$ cat config.mk
export PLATFORM = sky130hd
export DESIGN_NAME = lds_sequencer
export DESIGN_NICKNAME = d
export VERILOG_FILES = /design/src/hw/lds_pkg.sv /design/src/hw/lds_tmr_if.sv /design/src/hw/lds_timer.sv /design/src/hw/lds_sequencer.sv
export SDC_FILE = /design/constraint.sdc
export NUM_CORES = 1
export LEC_CHECK = 0
export ABC_CLOCK_PERIOD_IN_PS = 2900
export BUFFER_PORTS_ARGS = -buffer_cell sky130_fd_sc_hd__buf_2
export CAP_MARGIN = 20
export CORE_MARGIN = 4
export CORE_UTILIZATION = 45
export CTS_BUF_LIST = sky130_fd_sc_hd__clkbuf_8
export CTS_CLUSTER_SIZE = 12
export DETAILED_ROUTE_END_ITERATION = 16
export GPL_ROUTABILITY_DRIVEN = 0
export PLACE_DENSITY = 0.68
export SLEW_MARGIN = 10
export SYNTH_ARGS = -nofsm -noshare
export SYNTH_HDL_FRONTEND = slang
export SYNTH_SLANG_ARGS = --single-unit
$ cat constraint.sdc
create_clock -name clk -period 2.9 [get_ports clk]
set_clock_uncertainty 0.2 [all_clocks]
set_input_delay 0.29 -clock clk [delete_from_list [all_inputs] [get_ports clk]]
set_output_delay 0.29 -clock clk [all_outputs]
set_load 0.02 [all_outputs]
$ cat src/hw/lds_pkg.sv
// Package of constants and types for the LED driver state sequencer
package lds_pkg;
	// Clock rate in kHz
	localparam int unsigned CLK_KHZ          = 125000;
	// Number of LED channels
	localparam int unsigned NUM_CH           = 4;
	// Fault recovery time in ms
	localparam int unsigned RECOVERY_MS      = 100;
	localparam int unsigned RECOVERY_CYC     = RECOVERY_MS * CLK_KHZ;
	// Longest enable low pulse that only clears LED faults, in us
	localparam int unsigned CLR_PULSE_MAX_US = 20;
	localparam int unsigned CLR_PULSE_CYC    = (CLR_PULSE_MAX_US * CLK_KHZ) / 1000;
	// Soft start duration in us (plain default)
	localparam int unsigned SOFT_US          = 1000;
	localparam int unsigned SOFT_CYC         = (SOFT_US * CLK_KHZ) / 1000;
	// Boost start duration in us (plain default)
	localparam int unsigned BOOST_US         = 1000;
	localparam int unsigned BOOST_CYC        = (BOOST_US * CLK_KHZ) / 1000;
	// Ground sense duration in us (plain default)
	localparam int unsigned GSENSE_US        = 10;
	localparam int unsigned GSENSE_CYC       = (GSENSE_US * CLK_KHZ) / 1000;
	// Switch ramp width in bits during soft start
	localparam int unsigned RAMP_W           = 8;
	localparam logic [RAMP_W-1:0] RAMP_FULL  = 8'hff;
	localparam logic [RAMP_W-1:0] RAMP_ZERO  = 8'h00;
	// Sequencer states, one-hot
	typedef enum logic [6:0] {
		ST_POR   = 7'h01,
		ST_WAIT  = 7'h02,
		ST_SOFT  = 7'h04,
		ST_BOOST = 7'h08,
		ST_GSENS = 7'h10,
		ST_RUN   = 7'h20,
		ST_FHOLD = 7'h40
	} lds_state_type;
endpackage : lds_pkg

$ cat src/hw/lds_tmr_if.sv
// Interface carrying a phase timer's load and expiry
interface lds_tmr_if;
	logic start;  // Restart count from zero
	logic run;    // Count while high
	logic done;   // Count reached its limit
	modport ctl (output start, output run, input done);
	modport tmr (input start, input run, output done);
endinterface : lds_tmr_if

$ cat src/hw/lds_timer.sv
// Phase timer: counts enabled cycles up to a limit
module lds_timer #(
	parameter int unsigned LIMIT = 16
) (
	// Clock and reset
	input wire logic clk,
	input wire logic srst,
	// Control
	lds_tmr_if.tmr   tif
);
	localparam int unsigned W = $clog2(LIMIT + 1);
	logic [W-1:0] cnt_ff;      // Elapsed cycles
	logic [W-1:0] nxt_cnt;     // Next count

	// Next count: saturate at limit
	always_comb begin
		nxt_cnt = cnt_ff;
		if (tif.start) begin
			nxt_cnt = '0;
		end else if (tif.run && cnt_ff != W'(LIMIT)) begin
			nxt_cnt = cnt_ff + W'(1);
		end
	end

	// Register count
	always_ff @(posedge clk) begin
		if (srst) begin
			cnt_ff <= '0;
		end else begin
			cnt_ff <= nxt_cnt;
		end
	end

	assign tif.done = (cnt_ff == W'(LIMIT)) && !tif.start;
endmodule : lds_timer

$ cat src/hw/lds_sequencer.sv
// State sequencer of the LED backlight driver
module lds_sequencer
	import lds_pkg::*;
#(
	parameter int unsigned CH       = NUM_CH,
	parameter int unsigned REC_CYC  = RECOVERY_CYC,
	parameter int unsigned SS_CYC   = SOFT_CYC,
	parameter int unsigned BS_CYC   = BOOST_CYC,
	parameter int unsigned GS_CYC   = GSENSE_CYC
) (
	// Clock and reset
	input  wire logic          clk,
	input  wire logic          srst,
	// Power status from regulator monitor
	input  wire logic          regulator_good,
	// Host control pins
	input  wire logic          io_supply_enable_input,
	input  wire logic          pwm_in,
	input  wire logic          sync_in,
	// Analog status
	input  wire logic          system_fault,
	input  wire logic          boost_at_target,
	input  wire logic [CH-1:0] grounded_sense,
	input  wire logic [CH-1:0] open_string_fault,
	input  wire logic [CH-1:0] shorted_string_fault,
	// Power stage controls
	output logic [RAMP_W-1:0]  input_switch_level,
	output logic               boost_enable,
	output logic               boost_ramp,
	output logic               boost_sync,
	output logic [CH-1:0]      sink_enable,
	output logic [CH-1:0]      loop_include,
	// Host status
	output logic               fault_n
);
	// Two-stage synchronisers for pin inputs
	logic [1:0] en_sy_ff, pwm_sy_ff, syn_sy_ff, pg_sy_ff, sf_sy_ff, bt_sy_ff;
	logic [CH-1:0] gnd_s1_ff, gnd_s2_ff, op_s1_ff, op_s2_ff, sh_s1_ff, sh_s2_ff;
	logic en, pwm, pg, sfault, batt;   // Synchronised levels

	// Synchroniser flops; stage one only feeds stage two
	always_ff @(posedge clk) begin
		en_sy_ff  <= {en_sy_ff[0], io_supply_enable_input};
		pwm_sy_ff <= {pwm_sy_ff[0], pwm_in};
		syn_sy_ff <= {syn_sy_ff[0], sync_in};
		pg_sy_ff  <= {pg_sy_ff[0], regulator_good};
		sf_sy_ff  <= {sf_sy_ff[0], system_fault};
		bt_sy_ff  <= {bt_sy_ff[0], boost_at_target};
		gnd_s1_ff <= grounded_sense;
		gnd_s2_ff <= gnd_s1_ff;
		op_s1_ff  <= open_string_fault;
		op_s2_ff  <= op_s1_ff;
		sh_s1_ff  <= shorted_string_fault;
		sh_s2_ff  <= sh_s1_ff;
	end
	assign en     = en_sy_ff[1];
	assign pwm    = pwm_sy_ff[1];
	assign pg     = pg_sy_ff[1];
	assign sfault = sf_sy_ff[1];
	assign batt   = bt_sy_ff[1];

	// Phase timers, one instance each
	lds_tmr_if t_ss ();   // Soft start
	lds_tmr_if t_bs ();   // Boost start
	lds_tmr_if t_gs ();   // Ground sense
	lds_tmr_if t_rc ();   // Fault recovery
	lds_tmr_if t_lo ();   // Enable low pulse length
	lds_timer #(.LIMIT(SS_CYC))  u_ss (.clk(clk), .srst(srst), .tif(t_ss));
	lds_timer #(.LIMIT(BS_CYC))  u_bs (.clk(clk), .srst(srst), .tif(t_bs));
	lds_timer #(.LIMIT(GS_CYC))  u_gs (.clk(clk), .srst(srst), .tif(t_gs));
	lds_timer #(.LIMIT(REC_CYC)) u_rc (.clk(clk), .srst(srst), .tif(t_rc));
	lds_timer #(.LIMIT(CLR_PULSE_CYC)) u_lo (.clk(clk), .srst(srst), .tif(t_lo));

	// Sequencer state
	lds_state_type     state_ff, nxt_state;
	logic [CH-1:0]     gnd_ff, nxt_gnd;        // Grounded channels
	logic [CH-1:0]     led_flt_ff, nxt_led_flt; // Failed strings
	logic [RAMP_W-1:0] ramp_ff, nxt_ramp;      // Input switch drive
	logic              fault_n_ff, nxt_fault_n;
	logic [RAMP_W-1:0] sw_ff;
	logic              ben_ff, bramp_ff, bsync_ff;
	logic [CH-1:0]     sink_ff, loop_ff;
	logic              en_prev_ff;             // Enable one cycle ago, marks its rising edge

	// Timer control follows state; the enable low timer restarts while enable is high
	always_comb begin
		t_ss.start = (state_ff != ST_SOFT);
		t_ss.run   = 1'b1;
		t_bs.start = (state_ff != ST_BOOST);
		t_bs.run   = 1'b1;
		t_gs.start = (state_ff != ST_GSENS);
		t_gs.run   = 1'b1;
		t_rc.start = (state_ff != ST_FHOLD);
		t_rc.run   = 1'b1;
		t_lo.start = en;            // Measures how long enable has been low
		t_lo.run   = (state_ff == ST_RUN);
	end

	// Next state and stored status
	always_comb begin
		nxt_state   = state_ff;
		nxt_gnd     = gnd_ff;
		nxt_led_flt = led_flt_ff;
		nxt_ramp    = ramp_ff;
		nxt_fault_n = fault_n_ff;
		case (state_ff)
			ST_POR: begin
				if (pg) begin
					nxt_state = ST_WAIT;
				end
			end
			ST_WAIT: begin
				nxt_ramp    = RAMP_ZERO;
				// Released here so a restart after a long low starts clean
				nxt_fault_n = 1'b1;
				nxt_led_flt = '0;
				nxt_gnd     = '0;
				if (en) begin
					nxt_state = ST_SOFT;
				end
			end
			ST_SOFT: begin
				// Gradual turn-on limits inrush
				if (ramp_ff != RAMP_FULL) begin
					nxt_ramp = ramp_ff + RAMP_W'(1);
				end
				if (t_ss.done && ramp_ff == RAMP_FULL) begin
					nxt_state = ST_BOOST;
				end
			end
			ST_BOOST: begin
				// Leave once timed out or target reached
				if (t_bs.done || batt) begin
					nxt_state = ST_GSENS;
				end
			end
			ST_GSENS: begin
				nxt_gnd = gnd_ff | gnd_s2_ff;
				if (t_gs.done) begin
					nxt_state = ST_RUN;
				end
			end
			ST_RUN: begin
				// Latch string faults; set wins over clear
				nxt_led_flt = led_flt_ff | ((op_s2_ff | sh_s2_ff) & ~gnd_ff);
				if (|nxt_led_flt) begin
					nxt_fault_n = 1'b0;
				end
				if (!en && t_lo.done) begin
					nxt_state = ST_WAIT;
				end else if (en && !t_lo.done && led_flt_ff != '0 && !en_prev_ff) begin
					nxt_led_flt = (op_s2_ff | sh_s2_ff) & ~gnd_ff;
					nxt_fault_n = ~|nxt_led_flt;
				end
			end
			ST_FHOLD: begin
				nxt_fault_n = 1'b0;
				nxt_ramp    = RAMP_ZERO;
				if (t_rc.done && !sfault) begin
					nxt_state   = ST_RUN;
					nxt_fault_n = ~|led_flt_ff;
					nxt_ramp    = RAMP_FULL;
				end
			end
			default: begin
				nxt_state = ST_WAIT;
			end
		endcase
		// System fault overrides from soft start on
		if (sfault && (state_ff == ST_SOFT || state_ff == ST_BOOST ||
			state_ff == ST_GSENS || state_ff == ST_RUN)) begin
			nxt_state   = ST_FHOLD;
			nxt_fault_n = 1'b0;
		end
		if (!pg) begin
			nxt_state = ST_POR;
		end
	end

	// Output decode; all outputs registered
	logic [RAMP_W-1:0] nxt_sw;
	logic              nxt_ben, nxt_bramp, nxt_bsync;
	logic [CH-1:0]     nxt_sink, nxt_loop;
	always_comb begin
		nxt_sw    = RAMP_ZERO;
		nxt_ben   = 1'b0;
		nxt_bramp = 1'b0;
		nxt_bsync = 1'b0;
		nxt_sink  = '0;
		nxt_loop  = '0;
		case (nxt_state)
			ST_SOFT: begin
				nxt_sw = nxt_ramp;
			end
			ST_BOOST, ST_GSENS: begin
				nxt_sw    = RAMP_FULL;
				nxt_ben   = 1'b1;
				nxt_bramp = (nxt_state == ST_BOOST);
				nxt_bsync = syn_sy_ff[1];
			end
			ST_RUN: begin
				nxt_sw    = RAMP_FULL;
				nxt_ben   = 1'b1;
				nxt_bsync = syn_sy_ff[1];
				// Grounded and failed strings stay out of the loop
				nxt_loop  = ~nxt_gnd & ~nxt_led_flt;
				// Enable low blanks LEDs but mode is kept
				nxt_sink  = (pwm && en) ? nxt_loop : '0;
			end
			default: begin
				nxt_sw = RAMP_ZERO;
			end
		endcase
	end

	// State registers; reset lands in wait with outputs off
	always_ff @(posedge clk) begin
		if (srst) begin
			state_ff   <= ST_WAIT;
			gnd_ff     <= '0;
			led_flt_ff <= '0;
			ramp_ff    <= RAMP_ZERO;
			fault_n_ff <= 1'b1;
			en_prev_ff <= 1'b0;
			sw_ff      <= RAMP_ZERO;
			ben_ff     <= 1'b0;
			bramp_ff   <= 1'b0;
			bsync_ff   <= 1'b0;
			sink_ff    <= '0;
			loop_ff    <= '0;
		end else begin
			state_ff   <= nxt_state;
			gnd_ff     <= nxt_gnd;
			led_flt_ff <= nxt_led_flt;
			ramp_ff    <= nxt_ramp;
			fault_n_ff <= nxt_fault_n;
			en_prev_ff <= en;
			sw_ff      <= nxt_sw;
			ben_ff     <= nxt_ben;
			bramp_ff   <= nxt_bramp;
			bsync_ff   <= nxt_bsync;
			sink_ff    <= nxt_sink;
			loop_ff    <= nxt_loop;
		end
	end

	assign input_switch_level = sw_ff;
	assign boost_enable       = ben_ff;
	assign boost_ramp         = bramp_ff;
	assign boost_sync         = bsync_ff;
	assign sink_enable        = sink_ff;
	assign loop_include       = loop_ff;
	assign fault_n            = fault_n_ff;

	// Checks next to the logic
	// Outputs and state share one register stage, so hold is checked in the same cycle
	a_hold_all_off: assert property (@(posedge clk) disable iff (srst)
		state_ff == ST_FHOLD |-> (!ben_ff && sink_ff == '0 && sw_ff == RAMP_ZERO))
		else $error("Fault hold left power stage on");
	a_hold_fault_low: assert property (@(posedge clk) disable iff (srst)
		state_ff == ST_FHOLD && nxt_state == ST_FHOLD |=> !fault_n_ff)
		else $error("Fault output high in fault hold");
	a_wait_start: assert property (@(posedge clk) disable iff (srst)
		state_ff == ST_WAIT && en && pg && !sfault |=> state_ff == ST_SOFT)
		else $error("Enable did not start power-up");
	a_por_wait: assert property (@(posedge clk) disable iff (srst)
		state_ff == ST_POR && pg |=> state_ff == ST_WAIT)
		else $error("No wait state after regulator good");
	a_soft_ramp: assert property (@(posedge clk) disable iff (srst)
		state_ff == ST_SOFT && $past(state_ff) == ST_SOFT && ramp_ff != RAMP_FULL
		|-> ramp_ff == $past(ramp_ff) + RAMP_W'(1))
		else $error("Input switch not ramping");
	a_boost_ramp: assert property (@(posedge clk) disable iff (srst)
		state_ff == ST_BOOST |-> (bramp_ff && ben_ff && sw_ff == RAMP_FULL))
		else $error("Boost ramp not shown");
	a_gnd_kept: assert property (@(posedge clk) disable iff (srst)
		state_ff == ST_RUN && gnd_ff[0] |-> ##1 (!loop_ff[0] && !sink_ff[0]))
		else $error("Grounded channel active");
	a_string_stay: assert property (@(posedge clk) disable iff (srst)
		state_ff == ST_RUN && en && !sfault && pg && (op_s2_ff != '0) |=> state_ff == ST_RUN)
		else $error("String fault left normal mode");
	a_long_low: assert property (@(posedge clk) disable iff (srst)
		state_ff == ST_RUN && !en && t_lo.done && !sfault && pg |=> state_ff == ST_WAIT)
		else $error("Long enable low did not stop");
	// Boost start holds until its timer or the target ends it
	a_boost_hold: assert property (@(posedge clk) disable iff (srst)
		state_ff == ST_BOOST && !t_bs.done && !batt && !sfault && pg |=> state_ff == ST_BOOST)
		else $error("Boost start ended early");
	a_low_blank: assert property (@(posedge clk) disable iff (srst)
		state_ff == ST_RUN && !en |=> sink_ff == '0)
		else $error("Sinks on while enable low");
	a_wait_release: assert property (@(posedge clk) disable iff (srst)
		state_ff == ST_WAIT |=> fault_n_ff)
		else $error("Fault output held low after wait");
endmodule : lds_sequencer

==> flow_summary.ini, run 1 <==
[status]
status = finished clean

[critical_path]
regToRegSetupSlack_ns = 0.18
path_cells = or4b_4, nor4_4, nand3b_1, and2_1, o311ai_4, o311ai_1
cp-end-kind = register
r2r_end = input_switch_level[3]$_SDFF_PP0_
cp_top_family = simple AND/OR/NAND/NOR gates
endpoint = input_switch_level[3]$_SDFF_PP0_
crit_arrival_ns = 2.80
start_kind = register
required_ns = 2.98
reg2reg_depth = 6
cp_num_buf_inv = 0
cp_slowest_stage_delay_ns = 0.57
r2r_start = u_rc.cnt_ff[4]$_SDFFE_PP0P_
critical_path.startpoint = u_rc.cnt_ff[4]$_SDFFE_PP0P_
path_max_fanout = 12
crit_cells = 6
crit_type = reg -> reg
slowest_stage = or4b_4

[cts]
clk_latency_ns = 0.45
clk_pin_slew_ns = 0.09
root_buffer = clkbuf_8
clockBufferDepth = 2
cts_sinks = 161
holdBufCountCts = 18
cts_inserted_buffers = 17
ctsHtreeMaxLevel = 4
cts_tree = yes
cts_resized = 0
cts_setup_buffers = 0

[placement]
placed_cells = 904
dpl-instance-area_um2 = 6970
hpwl_mm = 9.46
port_buffers = 39

[timing]
min_period_ns = 2.72
hold_violations = 0
tightest_slew_ns = 0.598
period_share_pct = 93.9
maxSlewViolCount = 0
setup_violations = 0
slew_headroom_pct = 59.7
setup-tns-final_ns = 0
fmax_mhz = 367
grt_setup_unrepaired = false

[pwr]
p_leak_nw = 2.79
p_total_mw = 3.96
p_per_area_nw_per_um2 = 525
irDropWorstVdd_v = 0.000547

[global_route]
antenna_found_initial = 0
gr-total-overflow = 0
grt_max_degree = 25
grt_usage_pct = 16.8
grt_pass1_vias = 5012
grt_first_pass_wirelength_mm = 22.8

[yosys]
synth_top_flop_cell = dfxtp_1
yosys.cell_types.count = 70
netlist_area_um2 = 6520
ys_ff_latch = 161
synth_edf_count = 0
async_reset_ff_share_pct = 0
netlist_instances = 690
ys_warn_count = 0
yosysSeqAreaShare_pct = 49.4
synth_fp_nets = 721
syn_avg_cell_area_um2 = 9.45

[detailed_routing]
vias_per_cell = 5.32
vias = 5075
drc_errors = 0
drt-pass1-iter-count = 5
wl_per_cell_um = 13.9
ant_nets = 0
drt_wl_total_mm = 13.3
drt_iter0_markers = 357

[die]
initial_utilization_pct = 46.4
fp-row-count = 43
core_region_area_um2 = 14000
dieArea_um2 = 16500
die_h_um = 128
io_pins = 40
die_w_um = 128

[final_layout]
areaGrowthSynthToFinish_pct = 15.6
diodes = 0
postLayoutCellArea_um2 = 7540
instances_no_fill = 954
drive_gt1_share_pct = 13.7
fin_nets = 792

[run]
maxCapViolCount = 0

[hold_path]
min_path_cells = 3
hold_class = in -> reg
[worst register-to-register path, delay by kind of cell, from the launching register on]
kind / cells / cell delay [ns]
AND/OR/NAND/NOR: 4 / 1.20
AO/OA/AOI/OAI: 2 / 0.78
flip-flops: 1 / 0.38
[cell families (layout without fill, tap and decap cells)]
group | Yosys count | count (layout) | share of synthesized area (%)
compound gates | 78 | 78 | 9.27
xor+xnor | 74 | 74 | 9.94
fa+ha+maj | 11 | 11 | 2.11
buf+inv | 42 | 126 | 2.57
flops | 161 | 161 | 49.4
mux | 4 | 4 | 0.633
simple gates | 320 | 320 | 26.0
[flip-flops by register name, summed over array words and instances (netlist names), 7 cells and up]
| register | count |
|---|---|
| input_switch_level | 8 |
| ramp_ff | 8 |
| state_ff | 7 |
| u_bs.cnt_ff | 17 |
| u_gs.cnt_ff | 11 |
| u_lo.cnt_ff | 12 |
| u_rc.cnt_ff | 24 |
| u_ss.cnt_ff | 17 |
[worst min path at each step]
stage / start / to
final: srst / state_ff[0]$_SDFF_PP0_
after global routing: srst / state_ff[0]$_SDFF_PP0_
after CTS: srst / state_ff[0]$_SDFF_PP0_
after detailed placement: gnd_s1_ff[1]$_DFF_P_ / gnd_s2_ff[1]$_DFF_P_
after global placement: sh_s1_ff[0]$_DFF_P_ / sh_s2_ff[0]$_DFF_P_
after floorplan: bt_sy_ff[0]$_DFF_P_ / bt_sy_ff[1]$_DFF_P_
[synthesized netlist by cell type (6+ instances only)]
master	instances	area, µm²
dfxtp_1	161	3220
nor2_1	110	413
xor2_1	50	438
nand2_1	41	154
nand3_1	36	180
xnor2_1	24	210
inv_1	21	78.8
nand4_1	21	131
and3_1	19	119
clkbuf_1	15	56.3
and2_1	12	75.1
nor3_1	12	60.1
a21oi_1	11	55.1
and4_1	11	96.3
ha_1	11	138
o21ai_0	10	50.1
o211ai_1	8	60.1
or3_1	8	50.1
nand4b_1	6	52.6
[layout by cell type (no fill, tap or decap), drive strengths merged, types with 6 or more instances in the layout]
cell type,netlist,layout
nand2,42,42
nor4,7,7
xnor2,24,24
a21oi,11,11
nand3,36,36
nand4b,6,6
dlygate4sd3,0,18
ha,11,11
xor2,50,50
dfxtp,161,161
nor2,110,110
and3,19,19
o211ai,8,8
nor3,12,12
and2,13,13
o21ai,11,11
clkbuf,15,19
and4,11,11
buf,4,53
inv,23,29
or3,8,8
nand4,21,21
[report_power, final]
group	leakage, nW	switching [mW]	internal [mW]
combinational	1.28	0.0600	0.0529
sequential	1.31	0.0167	2.24
clock	0.190	0.847	0.739
[through the flow]
stage                     worst slack [ns]  hold slack (ns)  utilization [%]
after floorplan                      0.459            0.110                -
after global routing               0.00357           0.0695             53.7
after global placement               0.278            0.111             49.6
after CTS                            0.175           0.0613             53.7
after detailed placement             0.202            0.112             49.6
final                                0.177           0.0917             53.7
[layer usage]
layer	vias up	GRT usage [%]	wire, µm
met5	-	0	0
met4	0	5.12	161
met3	19	4.98	678
met2	126	27.9	6370
met1	2374	21.2	6080
li1	2556	-	-
[final cells by class]
type	instances	area (µm²)
Clock buffer	19	262
Multi-Input combinational cell	487	3130
Inverter	23	86.3
Sequential cell	161	3220
Tap cell	180	225
Fill cell	1278	6500
Clock inverter	13	126
Timing Repair Buffer	71	480
Note: power is estimated with default switching activity, not from simulation.
==> inputs of run 2 (changes only) <==
--- a/config.mk
+++ b/config.mk
@@ -14,8 +14,10 @@
 export CTS_CLUSTER_SIZE = 12
 export DETAILED_ROUTE_END_ITERATION = 16
 export GPL_ROUTABILITY_DRIVEN = 0
+export MAX_ROUTING_LAYER = met4
 export PLACE_DENSITY = 0.68
 export SLEW_MARGIN = 10
 export SYNTH_ARGS = -nofsm -noshare
 export SYNTH_HDL_FRONTEND = slang
+export SYNTH_HIERARCHICAL = 1
 export SYNTH_SLANG_ARGS = --single-unit
==> run 2 against run 1 <==
Compared with the run above:
- combinational power is 60% higher
- maximum frequency is 3.6% lower
- first-iteration DRC count is 29% higher
- critical path depth is 5 higher
==> flow_summary.ini, run 2 <==
[cts]
clk_latency_ns = 0.46
ctsHtreeMaxLevel = 4
clk_pin_slew_ns = 0.09
clockBufferDepth = 2
cts_sinks = 161
root_buffer = clkbuf_8
cts_inserted_buffers = 17
cts_tree = yes

[final_layout]
fin_nets = 937
drive_gt1_share_pct = 22.1
diodes = 0
seq_area_um2 = 3230
largestRegisters = u_rc/cnt_ff (24), u_bs/cnt_ff (17), u_ss/cnt_ff (17)
most-common-layout-cells = dfxtp_1 (156), nor2_1 (105), buf_4 (52)
instances_no_fill = 1130
areaGrowthSynthToFinish_pct = 21.8
largest-register = u_rc/cnt_ff
largest_reg_flops = 24
multi_input_area_um2 = 3880
utilization_pct = 56.8
final_common_cell = dfxtp_1
fillerInstances = 1386

[global_route]
top_usage_layer = met2
grt_first_pass_wirelength_mm = 26.2
antenna_found_initial = 0
grt_use_met2_pct = 29.5
grt_usage_pct = 18.2
gr-total-overflow = 0
globalRouteMet1Util_pct = 22.6
grt_pass1_vias = 5584
grt_use_met3_pct = 4.43
grt_max_degree = 29

[hold_path]
hold_class = in -> reg
min_path_cells = 2
min_to = state_ff[2]$_SDFF_PP0_
holdCritStartpoint = srst

[die]
die_h_um = 134
dieArea_um2 = 18100
fp-row-count = 45
die_w_um = 134
io_pins = 40
core_region_area_um2 = 15400
initial_utilization_pct = 46.6

[yosys]
synth_top_area_share_pct = 44.8
yosysSeqAreaShare_pct = 44.8
synth-compound-area-share_pct = 13.3
netlist_top_cells_count = dfxtp_1 (161), nor2_1 (108), nand2_1 (50), inv_1 (34), a21oi_1 (33)
synth_area_leaders = dfxtp_1 (45%), nor2_1 (5.6%), xnor2_1 (3.9%)
ys_ff_latch = 161
netlist_instances = 774
synth_edf_count = 0
async_reset_ff_share_pct = 0
yosysMostFrequentCell = dfxtp_1
synth_top_family_by_area = simple AND/OR/NAND/NOR gates
ys_warn_count = 6
synth-xor-area-share_pct = 5.60
netlist_area_um2 = 7190
synth_mux_area_share_pct = 1.55
synth_simple_gate_area_share_pct = 28.6
yosys.cell_types.count = 86
yosysTopAreaCell = dfxtp_1
syn_avg_cell_area_um2 = 9.29
synth_top_flop_cell = dfxtp_1
synthAdderAreaFrac_pct = 1.91

[timing]
fmax_mhz = 354
maxSlewViolCount = 0
setup_violations = 0
hold_slack_ns = 0.102
grt_setup_unrepaired = true
setup_slack_ns = 0.0755
period_share_pct = 97.4
tightest_slew_ns = 0.659
min_period_ns = 2.82
slew_headroom_pct = 55.5
hold_violations = 0

[status]
status = finished clean

[critical_path]
required_ns = 3.03
crit_type = reg -> reg
regToRegSetupSlack_ns = 0.08
cp_slowest_stage_delay_ns = 0.57
reg2reg_depth = 11
r2r_start = state_ff[5]$_SDFF_PP0_
slowest_stage = or4_4
r2r_end = input_switch_level[7]$_SDFF_PP0_
path_cells = or4_4, nor3b_4, inv_4, nor2_4, inv_2, nor3_4, o2bb2ai_4, a2bb2oi_2, o31ai_4, buf_6, o41ai_4
crit_arrival_ns = 2.95
path_max_fanout = 7
start_kind = register
cp-end-kind = register

[detailed_routing]
drt_iter0_markers = 459
drc_errors = 0
wl_per_cell_um = 14.2
vias_per_cell = 5.36
vias = 6062
drt-pass1-iter-count = 5
ant_nets = 0
drt_wl_total_mm = 16.1

[run]
maxCapViolCount = 0

[placement]
placed_cells = 1060
hpwl_mm = 10.6
place_ws_ns = 0.120
port_buffers = 39

[pwr]
p_leak_nw = 3.39
p_total_mw = 4.23
irDropWorstVdd_v = 0.000440
p_per_area_nw_per_um2 = 483
[run 2: critical path: cells and delay by family (launching register included)]
kind | cells | cell delay [ns]
buffers and inverters | 3 | 0.33
AO/OA/AOI/OAI | 4 | 0.66
flip-flops | 1 | 0.33
AND/OR/NAND/NOR | 4 | 1.17
[run 2: how the worst max path moves through the flow]
stage                                            from                                to  cells past startpoint
after CTS                      state_ff[4]$_SDFF_PP0_  input_switch_level[2]$_SDFF_PP0_                     11
after detailed placement       state_ff[4]$_SDFF_PP0_  input_switch_level[0]$_SDFF_PP0_                     11
final                          state_ff[5]$_SDFF_PP0_  input_switch_level[7]$_SDFF_PP0_                     11
after floorplan                state_ff[6]$_SDFF_PP0_  input_switch_level[1]$_SDFF_PP0_                     11
after global routing           state_ff[4]$_SDFF_PP0_  input_switch_level[6]$_SDFF_PP0_                     11
after global placement    u_bs/cnt_ff[1]$_SDFFE_PP0P_  input_switch_level[1]$_SDFF_PP0_                     11
[run 2: layout make-up]
class                           count  area share, %
Clock inverter                     13           1.98
Timing Repair Buffer              114           9.38
Clock buffer                       19           2.98
Inverter                           35           1.53
Tap cell                          211           3.01
Sequential cell                   161           36.9
Multi-Input combinational cell    577           44.2
[run 2: cell families after synthesis]
family                     after synthesis
buffers and inverters                   57
adders and majority gates               11
AOI/OAI and AO/OA                      127
muxes                                   11
and+or+nand+nor                        360
xor gates and xnor gates                46
other                                    1
DFF                                    161
[run 2: timing repair]
item | 4_1_cts | 5_1_grt
resized for setup | 0 | 33
setup buffers | 0 | 18
setup endpoints to repair | 0 | 15
endpoints found under the hold margin | 18 | 0
hold buffers | 18 | 0
[run 2: through the flow]
| stage | instance area (µm²) | setup TNS [ns] |
|---|---|---|
| global placement | 7870 | 0 |
| detailed placement | 7870 | 0 |
| floorplan | 7290 | 0 |
| global route | 8760 | -0.114 |
| CTS | 8480 | 0 |
| finish | 8760 | 0 |
[run 2: power by group]
group | switching (mW) | internal (mW)
sequential | 0.0256 | 2.25
clock | 0.861 | 0.920
combinational | 0.100 | 0.0811
[run 2: layer usage]
metal | part of all wire [%] | vias to the layer above
met1 | 46 | 2823
met2 | 49 | 158
li1 | - | 3059
met5 | 0 | -
met4 | 1.2 | 0
met3 | 4.6 | 22
==> inputs of run 3 (changes only) <==
--- a/config.mk
+++ b/config.mk
@@ -6,7 +6,7 @@
 export NUM_CORES = 1
 export LEC_CHECK = 0
 export ABC_CLOCK_PERIOD_IN_PS = 2900
-export BUFFER_PORTS_ARGS = -buffer_cell sky130_fd_sc_hd__buf_2
+export BUFFER_PORTS_ARGS = -buffer_cell sky130_fd_sc_hd__buf_4
 export CAP_MARGIN = 20
 export CORE_MARGIN = 4
 export CORE_UTILIZATION = 45
==> run 3 against run 2 <==
Compared with the run above:
- via count fell by 2.1%
- final area down 1.0%
- hold slack worse by 0.025 ns
- setup slack got worse by 0.026 ns
- clock power fell by 2%
- routed wire length is 3.9% lower
- cell count decreased by 1.7%
- core utilization shrank 0.59 points
- sequential share of layout area up 0.37 points
- first-iteration DRC count shrank 39%
- total power is 0.98% lower
- critical path type unchanged
- largest power group unchanged
==> flow_summary.ini, run 3 (same netlist as run 2, synthesis figures left out) <==
[final_layout]
most-common-layout-cells = dfxtp_1 (157), nor2_1 (107), buf_4 (74)
largestRegisters = u_rc/cnt_ff (24), u_bs/cnt_ff (17), u_ss/cnt_ff (17)
final_common_cell = dfxtp_1
largest_reg_flops = 24
diodes = 0
fin_nets = 918
areaGrowthSynthToFinish_pct = 20.6
largest-register = u_rc/cnt_ff
instances_no_fill = 1111
drive_gt1_share_pct = 20.1

[critical_path]
cp-end-kind = register
r2r_start = state_ff[5]$_SDFF_PP0_
crit_arrival_ns = 3.02
path_max_fanout = 5
cp_slowest_stage_delay_ns = 0.62
required_ns = 3.07
start_kind = register
r2r_end = input_switch_level[2]$_SDFF_PP0_
critical_path.startpoint = state_ff[5]$_SDFF_PP0_
slowest_stage = or4_4
crit_type = reg -> reg
cp_top_family = simple AND/OR/NAND/NOR gates
reg2reg_depth = 11
path_cells = buf_6, nor4_2, or2b_4, nand2b_4, nor2_2, nor4b_2, a21oi_1, o31ai_1, nor3_2, or4_4, o41ai_2
regToRegSetupSlack_ns = 0.05
cp_num_buf_inv = 1

[detailed_routing]
wl_per_cell_um = 13.9
vias = 5937
drt-pass1-iter-count = 5
ant_nets = 0
vias_per_cell = 5.34
drc_errors = 0
drt_wl_total_mm = 15.4
drt_iter0_markers = 278

[timing]
period_share_pct = 98.3
grt_setup_unrepaired = true
tightest_slew_ns = 0.698
slew_headroom_pct = 53.0
hold_violations = 0
fmax_mhz = 351
maxSlewViolCount = 0
setup_violations = 0
min_period_ns = 2.85

[global_route]
grt_pass1_vias = 5428
grt_max_degree = 48
antenna_found_initial = 0
gr-total-overflow = 0
grt_usage_pct = 18.1
grt_first_pass_wirelength_mm = 26.0

[die]
core_region_area_um2 = 15400
die_w_um = 134
die_h_um = 134
dieArea_um2 = 18100
fp-row-count = 45
initial_utilization_pct = 46.6
io_pins = 40

[pwr]
p_leak_nw = 3.28
irDropWorstVdd_v = 0.000439
p_per_area_nw_per_um2 = 484
p_total_mw = 4.19

[cts]
cts_tree = yes
cts_inserted_buffers = 17
root_buffer = clkbuf_8
clk_pin_slew_ns = 0.09
clk_latency_ns = 0.47
cts_sinks = 161
clockBufferDepth = 2
ctsHtreeMaxLevel = 4

[placement]
port_buffers = 39
placed_cells = 1053
hpwl_mm = 10.5

[run]
maxCapViolCount = 0

[status]
status = finished clean

[hold_path]
holdCritStartpoint = srst
hold_class = in -> reg
min_to = state_ff[0]$_SDFF_PP0_
min_path_cells = 2
## run 3: per-stage QoR
step                cell area, µm²  utilization, %  setup WS, ns  hold slack, ns  TNS (ns)
finish                        8670            56.2        0.0499          0.0769         0
global route                  8670            56.2        -0.112          0.0727    -0.382
CTS                           8530            55.3         0.114          0.0358         0
floorplan                     7290               -        0.0345           0.110         0
global placement              7920            51.4         0.188           0.110         0
detailed placement            7920            51.4         0.128           0.112         0
## run 3: area by class of cell
class | count | area, µm²
tap | 211 | 264
inverter | 35 | 134
fill | 1398 | 6760
timing repair buffer | 95 | 778
clock inverter | 15 | 190
sequential | 161 | 3230
multi-input combinational | 577 | 3840
clock buffer | 17 | 234
## run 3: report_power, final
group	switching (mW)	total (mW)	internal (mW)
Combinational	0.0989	0.185	0.0860
Sequential	0.0251	2.27	2.25
Clock	0.928	1.74	0.809
## run 3: worst max path at each step
| stage | slack (ns) | cells after the start | end |
|---|---|---|---|
| global placement | 0.19 | 11 | input_switch_level[2]$_SDFF_PP0_ |
| floorplan | 0.03 | 11 | input_switch_level[1]$_SDFF_PP0_ |
| CTS | 0.11 | 11 | input_switch_level[2]$_SDFF_PP0_ |
| detailed placement | 0.13 | 11 | input_switch_level[6]$_SDFF_PP0_ |
| finish | 0.05 | 11 | input_switch_level[2]$_SDFF_PP0_ |
| global route | -0.11 | 11 | input_switch_level[2]$_SDFF_PP0_ |
## run 3: repair_timing
item,CTS,global route
gates resized for setup,0,22
hold endpoints to repair,18,0
buffers inserted,0,7
setup endpoints to repair,0,11
hold buffers,18,0
## run 3: metal layers
layer	up-vias	GRT usage (%)	routed length, µm
met1	2777	23.3	7280
met4	0	7.30	308
met5	-	-	0
met2	108	27.7	7310
li1	3027	-	-
met3	25	3.98	551
